**config.mk**
```make
export PLATFORM = sky130hd
export DESIGN_NAME = condition_code_unit
export DESIGN_NICKNAME = d
export VERILOG_FILES = /design/src/hw/condition_code_unit.v /design/src/hw/cc_alu.v /design/src/hw/jump_decode.v
export VERILOG_INCLUDE_DIRS = /design/src /design/src/hw
export SDC_FILE = /design/constraint.sdc
export NUM_CORES = 1
export LEC_CHECK = 0
export BUFFER_PORTS_ARGS = -buffer_cell sky130_fd_sc_hd__buf_2
export CAP_MARGIN = 15
export CORE_MARGIN = 3
export CORE_UTILIZATION = 52
export CTS_CLUSTER_DIAMETER = 40
export DETAILED_ROUTE_END_ITERATION = 10
export PLACE_DENSITY = 0.75
export SLEW_MARGIN = 30
export SYNTH_ARGS = -nofsm -noshare
export SYNTH_HDL_FRONTEND = slang
export SYNTH_SLANG_ARGS = --single-unit
```
**constraint.sdc**
```tcl
create_clock -name aclk -period 3 [get_ports aclk]
set_input_delay 0.3 -clock aclk [delete_from_list [all_inputs] [get_ports aclk]]
set_output_delay 0.3 -clock aclk [all_outputs]
set_load 0.005 [all_outputs]
```
**src/hw/ccu_map.vh**
```
// Register offsets, command encodings and field positions of the condition code unit.
`ifndef CCU_MAP_VH
`define CCU_MAP_VH

`define CCU_ADDR_W       8
`define CCU_OFS_CMD      8'h00
`define CCU_OFS_PRI      8'h04
`define CCU_OFS_SEC      8'h08
`define CCU_OFS_OPND     8'h0c
`define CCU_OFS_STAT     8'h10
`define CCU_OFS_RUN      8'h14

`define CCU_OP_NOP       4'h0
`define CCU_OP_SWAP      4'h1
`define CCU_OP_HALT      4'h2
`define CCU_OP_CMP       4'h3
`define CCU_OP_ADD       4'h4
`define CCU_OP_SUB       4'h5
`define CCU_OP_ADDK      4'h6
`define CCU_OP_AND       4'h7
`define CCU_OP_OR        4'h8
`define CCU_OP_XOR       4'h9
`define CCU_OP_SHL       4'ha
`define CCU_OP_SHR       4'hb
`define CCU_OP_TWOS      4'hc

`define CCU_REL_EQ       3'h0
`define CCU_REL_NE       3'h1
`define CCU_REL_GT       3'h2
`define CCU_REL_LT       3'h3
`define CCU_REL_GE       3'h4
`define CCU_REL_LE       3'h5

`define CCU_CMD_OP_LSB   0
`define CCU_CMD_REL_LSB  4
`define CCU_RUN_SELECTOR 0
`define CCU_RUN_PROGRAM  1

`define CCU_STAT_LOW     0
`define CCU_STAT_HIGH    1
`define CCU_STAT_RANGE   2
`define CCU_STAT_LOGIC   3
`define CCU_STAT_STOP    4
`define CCU_STAT_JZ      5

`define CCU_ACC_RST      16'h0000
`define CCU_MIN_WORD     16'h8000
`define CCU_RESP_OKAY    2'b00
`define CCU_RESP_SLVERR  2'b10

`endif

```
**src/hw/condition_code_unit.v**
```verilog
// Accumulator pair, condition flags and stop control behind an AXI4-Lite register slave.
//
// Our own choices: the AXI4-Lite interface to the registers and the register addresses.
`timescale 1ns/1ps
`default_nettype none
`include "ccu_map.vh"

module condition_code_unit (
   input  wire        aclk,                 // Clock, 250 MHz
   input  wire        aresetn,              // Synchronous reset, active low
   input  wire [7:0]  awaddr,               // Write address
   input  wire [2:0]  awprot,               // Write protection, unused
   input  wire        awvalid,              // Write address valid
   output wire        awready,              // Write address ready
   input  wire [31:0] wdata,                // Write data
   input  wire [3:0]  wstrb,                // Write byte strobes
   input  wire        wvalid,               // Write data valid
   output wire        wready,               // Write data ready
   output wire [1:0]  bresp,                // Write response
   output wire        bvalid,               // Write response valid
   input  wire        bready,               // Write response ready
   input  wire [7:0]  araddr,               // Read address
   input  wire [2:0]  arprot,               // Read protection, unused
   input  wire        arvalid,              // Read address valid
   output wire        arready,              // Read address ready
   output wire [31:0] rdata,                // Read data
   output wire [1:0]  rresp,                // Read response
   output wire        rvalid,               // Read data valid
   input  wire        rready,               // Read data ready
   output wire        stopped,              // Program execution stopped
   output wire        jump_if_zero,         // Zero jump would be taken
   output wire        jump_if_nonzero,      // Nonzero jump would be taken
   output wire        jump_if_positive,     // Positive jump would be taken
   output wire        jump_if_minus,        // Minus jump would be taken
   output wire        jump_on_range_error,  // Range error jump would be taken
   output wire        jump_if_logic_true    // Logic true jump would be taken
);

   // Mapped word offsets answer OKAY; anything else answers SLVERR.
   function is_mapped;
      input [7:0] a;
      begin
         case (a)
            `CCU_OFS_CMD,
            `CCU_OFS_PRI,
            `CCU_OFS_SEC,
            `CCU_OFS_OPND,
            `CCU_OFS_STAT,
            `CCU_OFS_RUN:
               is_mapped = 1'b1;
            default:
               is_mapped = 1'b0;
         endcase
      end
   endfunction

   // Byte-lane merge for the 16-bit registers.
   function [15:0] merge16;
      input [15:0] old;
      input [15:0] dat;
      input [1:0]  strb;
      begin
         merge16[7:0]  = strb[0] ? dat[7:0]  : old[7:0];
         merge16[15:8] = strb[1] ? dat[15:8] : old[15:8];
      end
   endfunction

   // Bus side state.
   reg        awready_q;
   reg        wready_q;
   reg        aw_got_q;
   reg        w_got_q;
   reg [7:0]  waddr_q;
   reg [31:0] wdata_q;
   reg [3:0]  wstrb_q;
   reg        bvalid_q;
   reg [1:0]  bresp_q;
   reg        arready_q;
   reg        rvalid_q;
   reg [31:0] rdata_q;
   reg [1:0]  rresp_q;

   // Processor state.
   reg [15:0] pri_q;
   reg [15:0] sec_q;
   reg [15:0] opnd_q;
   reg [7:0]  last_cmd_q;
   reg        cond_low_q;
   reg        cond_high_q;
   reg        range_q;
   reg        lrb_q;
   reg        stopped_q;

   wire        commit;
   wire        exec;
   wire        run_req;
   wire [15:0] alu_pri;
   wire [15:0] alu_sec;
   wire [1:0]  alu_cc;
   wire        alu_ov;
   wire        alu_lrb;
   wire        alu_we_acc;
   wire        alu_we_cc;
   wire        alu_we_ov;
   wire        alu_we_lrb;
   wire        alu_halt;
   wire        jz_w;
   wire        jnz_w;
   wire        jp_w;
   wire        jm_w;
   wire        jo_w;
   wire        jc_w;
   reg  [31:0] stat_word;

   // A write is committed once both its address and its data are held.
   assign commit  = aw_got_q && w_got_q;

   // Commands are dropped silently while stopped; the write still answers OKAY.
   assign exec    = commit && (waddr_q == `CCU_OFS_CMD) && wstrb_q[0] && !stopped_q;

   assign run_req = commit && (waddr_q == `CCU_OFS_RUN) && wstrb_q[0] &&
                    (wdata_q[`CCU_RUN_SELECTOR] || wdata_q[`CCU_RUN_PROGRAM]);

   cc_alu u_alu (
      .op     (wdata_q[`CCU_CMD_OP_LSB +: 4]),
      .rel    (wdata_q[`CCU_CMD_REL_LSB +: 3]),
      .pri    (pri_q),
      .sec    (sec_q),
      .opnd   (opnd_q),
      .pri_o  (alu_pri),
      .sec_o  (alu_sec),
      .cc_o   (alu_cc),
      .ov_o   (alu_ov),
      .lrb_o  (alu_lrb),
      .we_acc (alu_we_acc),
      .we_cc  (alu_we_cc),
      .we_ov  (alu_we_ov),
      .we_lrb (alu_we_lrb),
      .halt_o (alu_halt)
   );

   jump_decode u_jump (
      .aclk    (aclk),
      .aresetn (aresetn),
      .cc      ({cond_high_q, cond_low_q}),
      .ov      (range_q),
      .lrb     (lrb_q),
      .jz_q    (jz_w),
      .jnz_q   (jnz_w),
      .jp_q    (jp_w),
      .jm_q    (jm_w),
      .jo_q    (jo_w),
      .jc_q    (jc_w)
   );

   // Write address and data channels, taken in either order.
   always @(posedge aclk)
   begin
      if (!aresetn)
      begin
         awready_q <= 1'b1;
         wready_q  <= 1'b1;
         aw_got_q  <= 1'b0;
         w_got_q   <= 1'b0;
         waddr_q   <= 8'h00;
         wdata_q   <= 32'h00000000;
         wstrb_q   <= 4'h0;
         bvalid_q  <= 1'b0;
         bresp_q   <= `CCU_RESP_OKAY;
      end
      else
      begin
         if (awvalid && awready_q)
         begin
            awready_q <= 1'b0;
            aw_got_q  <= 1'b1;
            waddr_q   <= awaddr;
         end
         if (wvalid && wready_q)
         begin
            wready_q <= 1'b0;
            w_got_q  <= 1'b1;
            wdata_q  <= wdata;
            wstrb_q  <= wstrb;
         end
         if (commit)
         begin
            aw_got_q <= 1'b0;
            w_got_q  <= 1'b0;
            bvalid_q <= 1'b1;
            bresp_q  <= is_mapped(waddr_q) ? `CCU_RESP_OKAY : `CCU_RESP_SLVERR;
         end
         // Ready stays low until the response leaves, so one write is under way at most.
         if (bvalid_q && bready)
         begin
            bvalid_q  <= 1'b0;
            awready_q <= 1'b1;
            wready_q  <= 1'b1;
         end
      end
   end

   // Status word seen by software.
   always @*
   begin
      stat_word = 32'h00000000;
      stat_word[`CCU_STAT_LOW]   = cond_low_q;
      stat_word[`CCU_STAT_HIGH]  = cond_high_q;
      stat_word[`CCU_STAT_RANGE] = range_q;
      stat_word[`CCU_STAT_LOGIC] = lrb_q;
      stat_word[`CCU_STAT_STOP]  = stopped_q;
      stat_word[`CCU_STAT_JZ +: 6] = {jc_w, jo_w, jm_w, jp_w, jnz_w, jz_w};
   end

   // Read channel: data is answered one cycle after the address is taken.
   always @(posedge aclk)
   begin
      if (!aresetn)
      begin
         arready_q <= 1'b1;
         rvalid_q  <= 1'b0;
         rdata_q   <= 32'h00000000;
         rresp_q   <= `CCU_RESP_OKAY;
      end
      else
      begin
         if (arvalid && arready_q)
         begin
            arready_q <= 1'b0;
            rvalid_q  <= 1'b1;
            rresp_q   <= is_mapped(araddr) ? `CCU_RESP_OKAY : `CCU_RESP_SLVERR;
            case (araddr)
               `CCU_OFS_CMD:  rdata_q <= {24'h000000, last_cmd_q};
               `CCU_OFS_PRI:  rdata_q <= {16'h0000, pri_q};
               `CCU_OFS_SEC:  rdata_q <= {16'h0000, sec_q};
               `CCU_OFS_OPND: rdata_q <= {16'h0000, opnd_q};
               `CCU_OFS_STAT: rdata_q <= stat_word;
               default:       rdata_q <= 32'h00000000;
            endcase
         end
         if (rvalid_q && rready)
         begin
            rvalid_q  <= 1'b0;
            arready_q <= 1'b1;
         end
      end
   end

   // Accumulators and operand register: 16-bit words loaded by software or the datapath.
   always @(posedge aclk)
   begin
      if (!aresetn)
      begin
         pri_q      <= `CCU_ACC_RST;
         sec_q      <= `CCU_ACC_RST;
         opnd_q     <= `CCU_ACC_RST;
         last_cmd_q <= 8'h00;
      end
      else
      begin
         if (exec)
            last_cmd_q <= wdata_q[7:0];
         if (exec && alu_we_acc)
         begin
            pri_q <= alu_pri;
            sec_q <= alu_sec;
         end
         if (commit && (waddr_q == `CCU_OFS_PRI))
            pri_q <= merge16(pri_q, wdata_q[15:0], wstrb_q[1:0]);
         if (commit && (waddr_q == `CCU_OFS_SEC))
            sec_q <= merge16(sec_q, wdata_q[15:0], wstrb_q[1:0]);
         if (commit && (waddr_q == `CCU_OFS_OPND))
            opnd_q <= merge16(opnd_q, wdata_q[15:0], wstrb_q[1:0]);
      end
   end

   // Flags change only when the executed operation defines them.
   always @(posedge aclk)
   begin
      if (!aresetn)
      begin
         cond_low_q  <= 1'b0;
         cond_high_q <= 1'b0;
         range_q     <= 1'b0;
         lrb_q       <= 1'b0;
      end
      else if (exec)
      begin
         if (alu_we_cc)
         begin
            cond_high_q <= alu_cc[1];
            cond_low_q  <= alu_cc[0];
         end
         if (alu_we_ov)
            range_q <= alu_ov;
         if (alu_we_lrb)
            lrb_q <= alu_lrb;
      end
   end

   // Stop control: halting is taken at once, and only a run request or reset clears it.
   always @(posedge aclk)
   begin
      if (!aresetn)
         stopped_q <= 1'b0;
      else if (exec && alu_halt)
         stopped_q <= 1'b1;
      else if (run_req)
         stopped_q <= 1'b0;
   end

   assign awready             = awready_q;
   assign wready              = wready_q;
   assign bresp               = bresp_q;
   assign bvalid              = bvalid_q;
   assign arready             = arready_q;
   assign rdata               = rdata_q;
   assign rresp               = rresp_q;
   assign rvalid              = rvalid_q;
   assign stopped             = stopped_q;
   assign jump_if_zero        = jz_w;
   assign jump_if_nonzero     = jnz_w;
   assign jump_if_positive    = jp_w;
   assign jump_if_minus       = jm_w;
   assign jump_on_range_error = jo_w;
   assign jump_if_logic_true  = jc_w;

endmodule // condition_code_unit

`default_nettype wire

```
**src/hw/cc_alu.v**
```verilog
// Combinational word datapath that computes accumulator results and new condition flags.
`timescale 1ns/1ps
`default_nettype none
`include "ccu_map.vh"

module cc_alu (
   input  wire [3:0]  op,        // Operation code
   input  wire [2:0]  rel,       // Comparison relation
   input  wire [15:0] pri,       // Primary accumulator
   input  wire [15:0] sec,       // Secondary accumulator
   input  wire [15:0] opnd,      // Constant or shift count
   output reg  [15:0] pri_o,     // New primary accumulator
   output reg  [15:0] sec_o,     // New secondary accumulator
   output reg  [1:0]  cc_o,      // New {high, low} condition bits
   output reg         ov_o,      // New range flag
   output reg         lrb_o,     // New logic result bit
   output reg         we_acc,    // Accumulators update
   output reg         we_cc,     // Condition bits update
   output reg         we_ov,     // Range flag updates
   output reg         we_lrb,    // Logic result bit updates
   output reg         halt_o     // Enter stopped mode
);

   // Zero gives 0/0, negative gives 0/1, positive gives 1/0.
   function [1:0] cc_of;
      input [15:0] w;
      begin
         if (w == 16'h0000)
            cc_of = 2'b00;
         else if (w[15])
            cc_of = 2'b01;
         else
            cc_of = 2'b10;
      end
   endfunction

   reg [16:0] wide;
   reg        lt;

   always @*
   begin
      pri_o  = pri;
      sec_o  = sec;
      cc_o   = 2'b00;
      ov_o   = 1'b0;
      lrb_o  = 1'b0;
      we_acc = 1'b0;
      we_cc  = 1'b0;
      we_ov  = 1'b0;
      we_lrb = 1'b0;
      halt_o = 1'b0;
      wide   = 17'h00000;
      lt     = $signed(sec) < $signed(pri);
      case (op)
         `CCU_OP_SWAP:
         begin
            pri_o  = sec;
            sec_o  = pri;
            we_acc = 1'b1;
         end
         `CCU_OP_HALT:
            halt_o = 1'b1;
         `CCU_OP_CMP:
         begin
            cc_o   = (sec == pri) ? 2'b00 : (lt ? 2'b01 : 2'b10);
            we_cc  = 1'b1;
            we_lrb = 1'b1;
            case (rel)
               `CCU_REL_EQ: lrb_o = (sec == pri);
               `CCU_REL_NE: lrb_o = (sec != pri);
               `CCU_REL_GT: lrb_o = !lt && (sec != pri);
               `CCU_REL_LT: lrb_o = lt;
               `CCU_REL_GE: lrb_o = !lt;
               `CCU_REL_LE: lrb_o = lt || (sec == pri);
               default:     lrb_o = 1'b0;
            endcase
         end
         `CCU_OP_ADD, `CCU_OP_SUB:
         begin
            // The 17-bit sum holds every true result, down to minus 65536.
            if (op == `CCU_OP_ADD)
               wide = {sec[15], sec} + {pri[15], pri};
            else
               wide = {sec[15], sec} - {pri[15], pri};
            pri_o  = wide[15:0];
            cc_o   = cc_of(wide[15:0]);
            ov_o   = wide[16] ^ wide[15];
            we_acc = 1'b1;
            we_cc  = 1'b1;
            we_ov  = 1'b1;
         end
         `CCU_OP_ADDK:
         begin
            pri_o  = pri + opnd;
            we_acc = 1'b1;
         end
         `CCU_OP_AND, `CCU_OP_OR, `CCU_OP_XOR:
         begin
            if (op == `CCU_OP_AND)
               pri_o = pri & sec;
            else if (op == `CCU_OP_OR)
               pri_o = pri | sec;
            else
               pri_o = pri ^ sec;
            cc_o   = (pri_o == 16'h0000) ? 2'b00 : 2'b10;
            we_acc = 1'b1;
            we_cc  = 1'b1;
         end
         `CCU_OP_SHL, `CCU_OP_SHR:
         begin
            // A count of zero shifts nothing, so no bit leaves and the flags stay.
            if (op == `CCU_OP_SHL)
            begin
               wide  = {1'b0, pri} << opnd[3:0];
               pri_o = wide[15:0];
               cc_o  = {wide[16], 1'b0};
            end
            else
            begin
               wide  = {pri, 1'b0} >> opnd[3:0];
               pri_o = wide[16:1];
               cc_o  = {wide[0], 1'b0};
            end
            we_acc = 1'b1;
            we_cc  = (opnd[3:0] != 4'h0);
         end
         `CCU_OP_TWOS:
         begin
            pri_o  = 16'h0000 - pri;
            cc_o   = cc_of(pri_o);
            ov_o   = (pri == `CCU_MIN_WORD);
            we_acc = 1'b1;
            we_cc  = 1'b1;
            we_ov  = 1'b1;
         end
         default:
            we_acc = 1'b0;
      endcase
   end

endmodule // cc_alu

`default_nettype wire

```
**src/hw/jump_decode.v**
```verilog
// Registered decoding of the condition flags into conditional jump enables.
`timescale 1ns/1ps
`default_nettype none

module jump_decode (
   input  wire       aclk,     // Clock
   input  wire       aresetn,  // Synchronous reset, active low
   input  wire [1:0] cc,       // {high, low} condition bits
   input  wire       ov,       // Range flag
   input  wire       lrb,      // Logic result bit
   output reg        jz_q,     // Zero jump taken
   output reg        jnz_q,    // Nonzero jump taken
   output reg        jp_q,     // Positive jump taken
   output reg        jm_q,     // Minus jump taken
   output reg        jo_q,     // Range error jump taken
   output reg        jc_q      // Logic true jump taken
);

   always @(posedge aclk)
   begin
      if (!aresetn)
      begin
         jz_q  <= 1'b1;
         jnz_q <= 1'b0;
         jp_q  <= 1'b0;
         jm_q  <= 1'b0;
         jo_q  <= 1'b0;
         jc_q  <= 1'b0;
      end
      else
      begin
         jz_q  <= (cc == 2'b00);
         jnz_q <= (cc != 2'b00);
         jp_q  <= (cc == 2'b10);
         jm_q  <= (cc == 2'b01);
         jo_q  <= ov;
         jc_q  <= lrb;
      end
   end

endmodule // jump_decode

`default_nettype wire

```
==> summary.txt <==
Die
  – Die Wd: roughly 150 um
  – CORE AREA: 19800 sq um
  – Vert. Die Dim: between 100 and 150 um
  – Die ar.: approximately 22000 sq um
  – Initial Utilization: 0.540
  – FP Rows: slightly above 50
  – I/O pin count: roughly 110

Drt
  – WL final: around 42 mm
  – Routed vias: 12.0k
  – DR iter-0 viols: 1353
  – TritonRoute pass-1 iters: 8
  – # DRC: 0
  – Antenna viol nets, final: 0
  – Via-per-instance ratio: about 6.5
  – DR WL/cell: around 23 um

Worst setup path
  – FF-to-FF End: range_q$_SDFFE_PN0P_
  – Reg2Reg Depth: 13
  – CP Class: register to register
  – Nature of the critical path startpoint: register
  – Reg2reg setup slack: 60 ps
  – Worst Path Arrival: 3290 ps
  – Reg-to-reg startpoint: sec_q[1]$_SDFFE_PN0P_
  – WP data required: 3350 ps
  – Critical Path Sink Type: register
  – Critical-path maximum fanout: 4

Layout
  – Fillers: 1684
  – Antenna diodes: 0
  – Ratio of cells with drive above 1 in the final layout: 0.224
  – Final net count: approximately 1.7k
  – Area delta synth->final: 22.4%
  – Post-route insts no fill: 1847
  – Post-route core utilization: 0.660

Global route
  – GRT Total Usage: 0.363
  – Vias in the first global route: 11.1k
  – Initial antenna violation count: 0
  – First-pass GRT wire length: 62.9 mm
  – Largest net degree at the start of global routing: 58
  – Total grt overflow: 0

Clocking
  – CTS tree: yes
  – Max H-tree Level: 4
  – Total CTS buffers: 17
  – Clock-pin slew on the worst setup and hold paths: ~60 ps
  – Root buffer cell: clkbuf_16
  – Clock sinks: 118
  – CTS Buffer Depth: 2
  – Clk_lat worst skew: 430 ps

Synthesis
  – Most numerous cell in the Yosys netlist: nand2_1
  – Post-synth EDFFs: 0
  – Yosys warns: 0
  – Post-synth ARST share: 0
  – Netlist cell types: 80
  – Mapped Cells: roughly 1.4k
  – Synthesis-stage register bit count: 118
  – Synth cell count leaders: 170 x nand2_1, 118 x dfxtp_1, 105 x nor2_1, 101 x a21oi_1, 94 x o21ai_0
  – Top cell type's share of synthesized area: 0.221
  – Synthesized cell area: 10700 sq um
  – Synth area leaders: dfxtp_1 22%, ha_1 7.7%, nand2_1 6.0%
  – Syn_area_per_cell: 7.54 sq um
  – Area leader, netlist: dfxtp_1
  – Top FF cell, synth: dfxtp_1
  – Sequential area share after synthesis: 0.221

Worst hold path
  – Hold Crit Endpoint: wready$_SDFFE_PP1P_
  – Hold Path Cell Cnt: 2
  – Worst min path class: primary input to register
  – Hold Startpoint: wvalid

Timing
  – Slew HR: 0.481
  – # setup viols final: 0
  – Max Clock Skew: 7.26 ps
  – Tightest Pin Transition: 778 ps
  – Ratio of final minimum period to clock period: 0.979
  – Total Neg Setup Slack: 0 ps
  – Pins Over Slew Limit: 0
  – RSZ-0062 raised after global routing: yes
  – Final hold vios: 0
  – Minimum clock period: slightly below 3000 ps
  – Highest clock rate: about 340 MHz

Power
  – Pwr/cell area: 328 nW/um^2
  – Maximum vdd drop: 0.387 mV
  – LEAKAGE: 5.41 nW

Place
  – GP Congestion: roughly 1
  – Dpl hpwl: 30.7 mm
  – Port Buffers: 70
  – Cells after DPL: 1809

Status
  – Status: complete, no violations

Job
  – Max-cap violations: 0
-- stage by stage --
step	hold WS [ps]	total power [mW]	instance area [sq um]	setup WS, ps
6_report	79.5	4.29	13100	63.8
3_5_place_dp	451	2.16	12200	-194
5_1_grt	87.6	4.41	13100	-47.7
2_1_floorplan	400	1.98	10800	37.3
4_1_cts	71.4	4.26	12900	-15.8
3_3_place_gp	445	2.16	12200	-126
-- worst max-delay path: stages (launching register included) --
cell	delay (ps)
dfxtp_1	320
inv_1	80
ha_1	410
buf_4	180
a21oi_2	70
o211ai_1	330
nand4_1	230
nand3_1	210
buf_4	130
a311oi_1	80
o31ai_1	280
xor2_1	210
nand2_1	130
a31oi_1	200
-- layer usage --
layer	wire (um)	part of all wire	track usage
met1	16400	0.39	0.476
met5	0	0	0
met3	3820	0.092	0.0666
met2	18400	0.44	0.558
met4	3000	0.072	0.214
-- worst max-delay path by stage --
stage / to / slack (ps) / start / cells after the start
5_1_grt: cond_high_q$_SDFFE_PN0P_ / -50 / pri_q[2]$_SDFFE_PN0P_ / 12
3_3_place_gp: cond_high_q$_SDFFE_PN0P_ / -130 / sec_q[0]$_SDFFE_PN0P_ / 12
2_1_floorplan: pri_q[14]$_SDFFE_PN0P_ / 40 / pri_q[8]$_SDFFE_PN0P_ / 13
3_5_place_dp: cond_high_q$_SDFFE_PN0P_ / -190 / sec_q[0]$_SDFFE_PN0P_ / 12
4_1_cts: cond_high_q$_SDFFE_PN0P_ / -20 / sec_q[0]$_SDFFE_PN0P_ / 12
6_report: range_q$_SDFFE_PN0P_ / 60 / sec_q[1]$_SDFFE_PN0P_ / 13
-- report_power, final --
group	switching [mW]	total (mW)	internal [mW]	leakage, nW
clock network	0.876	2.12	1.25	0.294
registers	0.0500	1.65	1.60	0.960
logic	0.303	0.513	0.209	4.15
-- repair_timing --
action                     4_1_cts  5_1_grt
hold buffers                     0        0
setup endpoints to repair        4       11
resized for setup               18       46
buffers inserted                 2        4
pin swaps                        7       26
hold endpoints to repair         0        0
-- flip-flops by register name, summed over array words and instances, names as in the netlist, 2 cells and up --
signal,count
last_cmd_q,8
opnd_q,16
pri_q,16
rdata,16
sec_q,16
waddr_q,8
wdata_q,16
wstrb_q,2
-- cell families after synthesis --
group / after synthesis / share of synthesized area
AOI/OAI and AO/OA: 478 / 0.303
and+or+nand+nor: 457 / 0.203
other: 1 / 0.000350
xor gates and xnor gates: 41 / 0.0335
muxes: 73 / 0.0838
DFF: 118 / 0.221
adders and majority gates: 68 / 0.0809
buffers and inverters: 184 / 0.0746
-- cell type report --
type,instances,area (sq um),share of cell area
clock buffers,18,429,0.0328
inverters,57,214,0.0163
multi-input cells,1135,7880,0.602
well taps,265,332,0.0253
clock inverters,14,166,0.0127
flip-flops and latches,118,2370,0.181
repair buffers,240,1710,0.130
-- cells in the final DEF, fill, tap and decap left out, types with 34 or more instances in the layout --
cell type and count:
o21ai_0 91, nor2_1 104, o211ai_1 38, mux2i_1 57
dfxtp_1 114, ha_1 63, buf_4 162, a21oi_1 94
buf_2 70, nor2b_1 34, nand2_1 170, inv_1 55
Power figures use the tool's default switching activity.
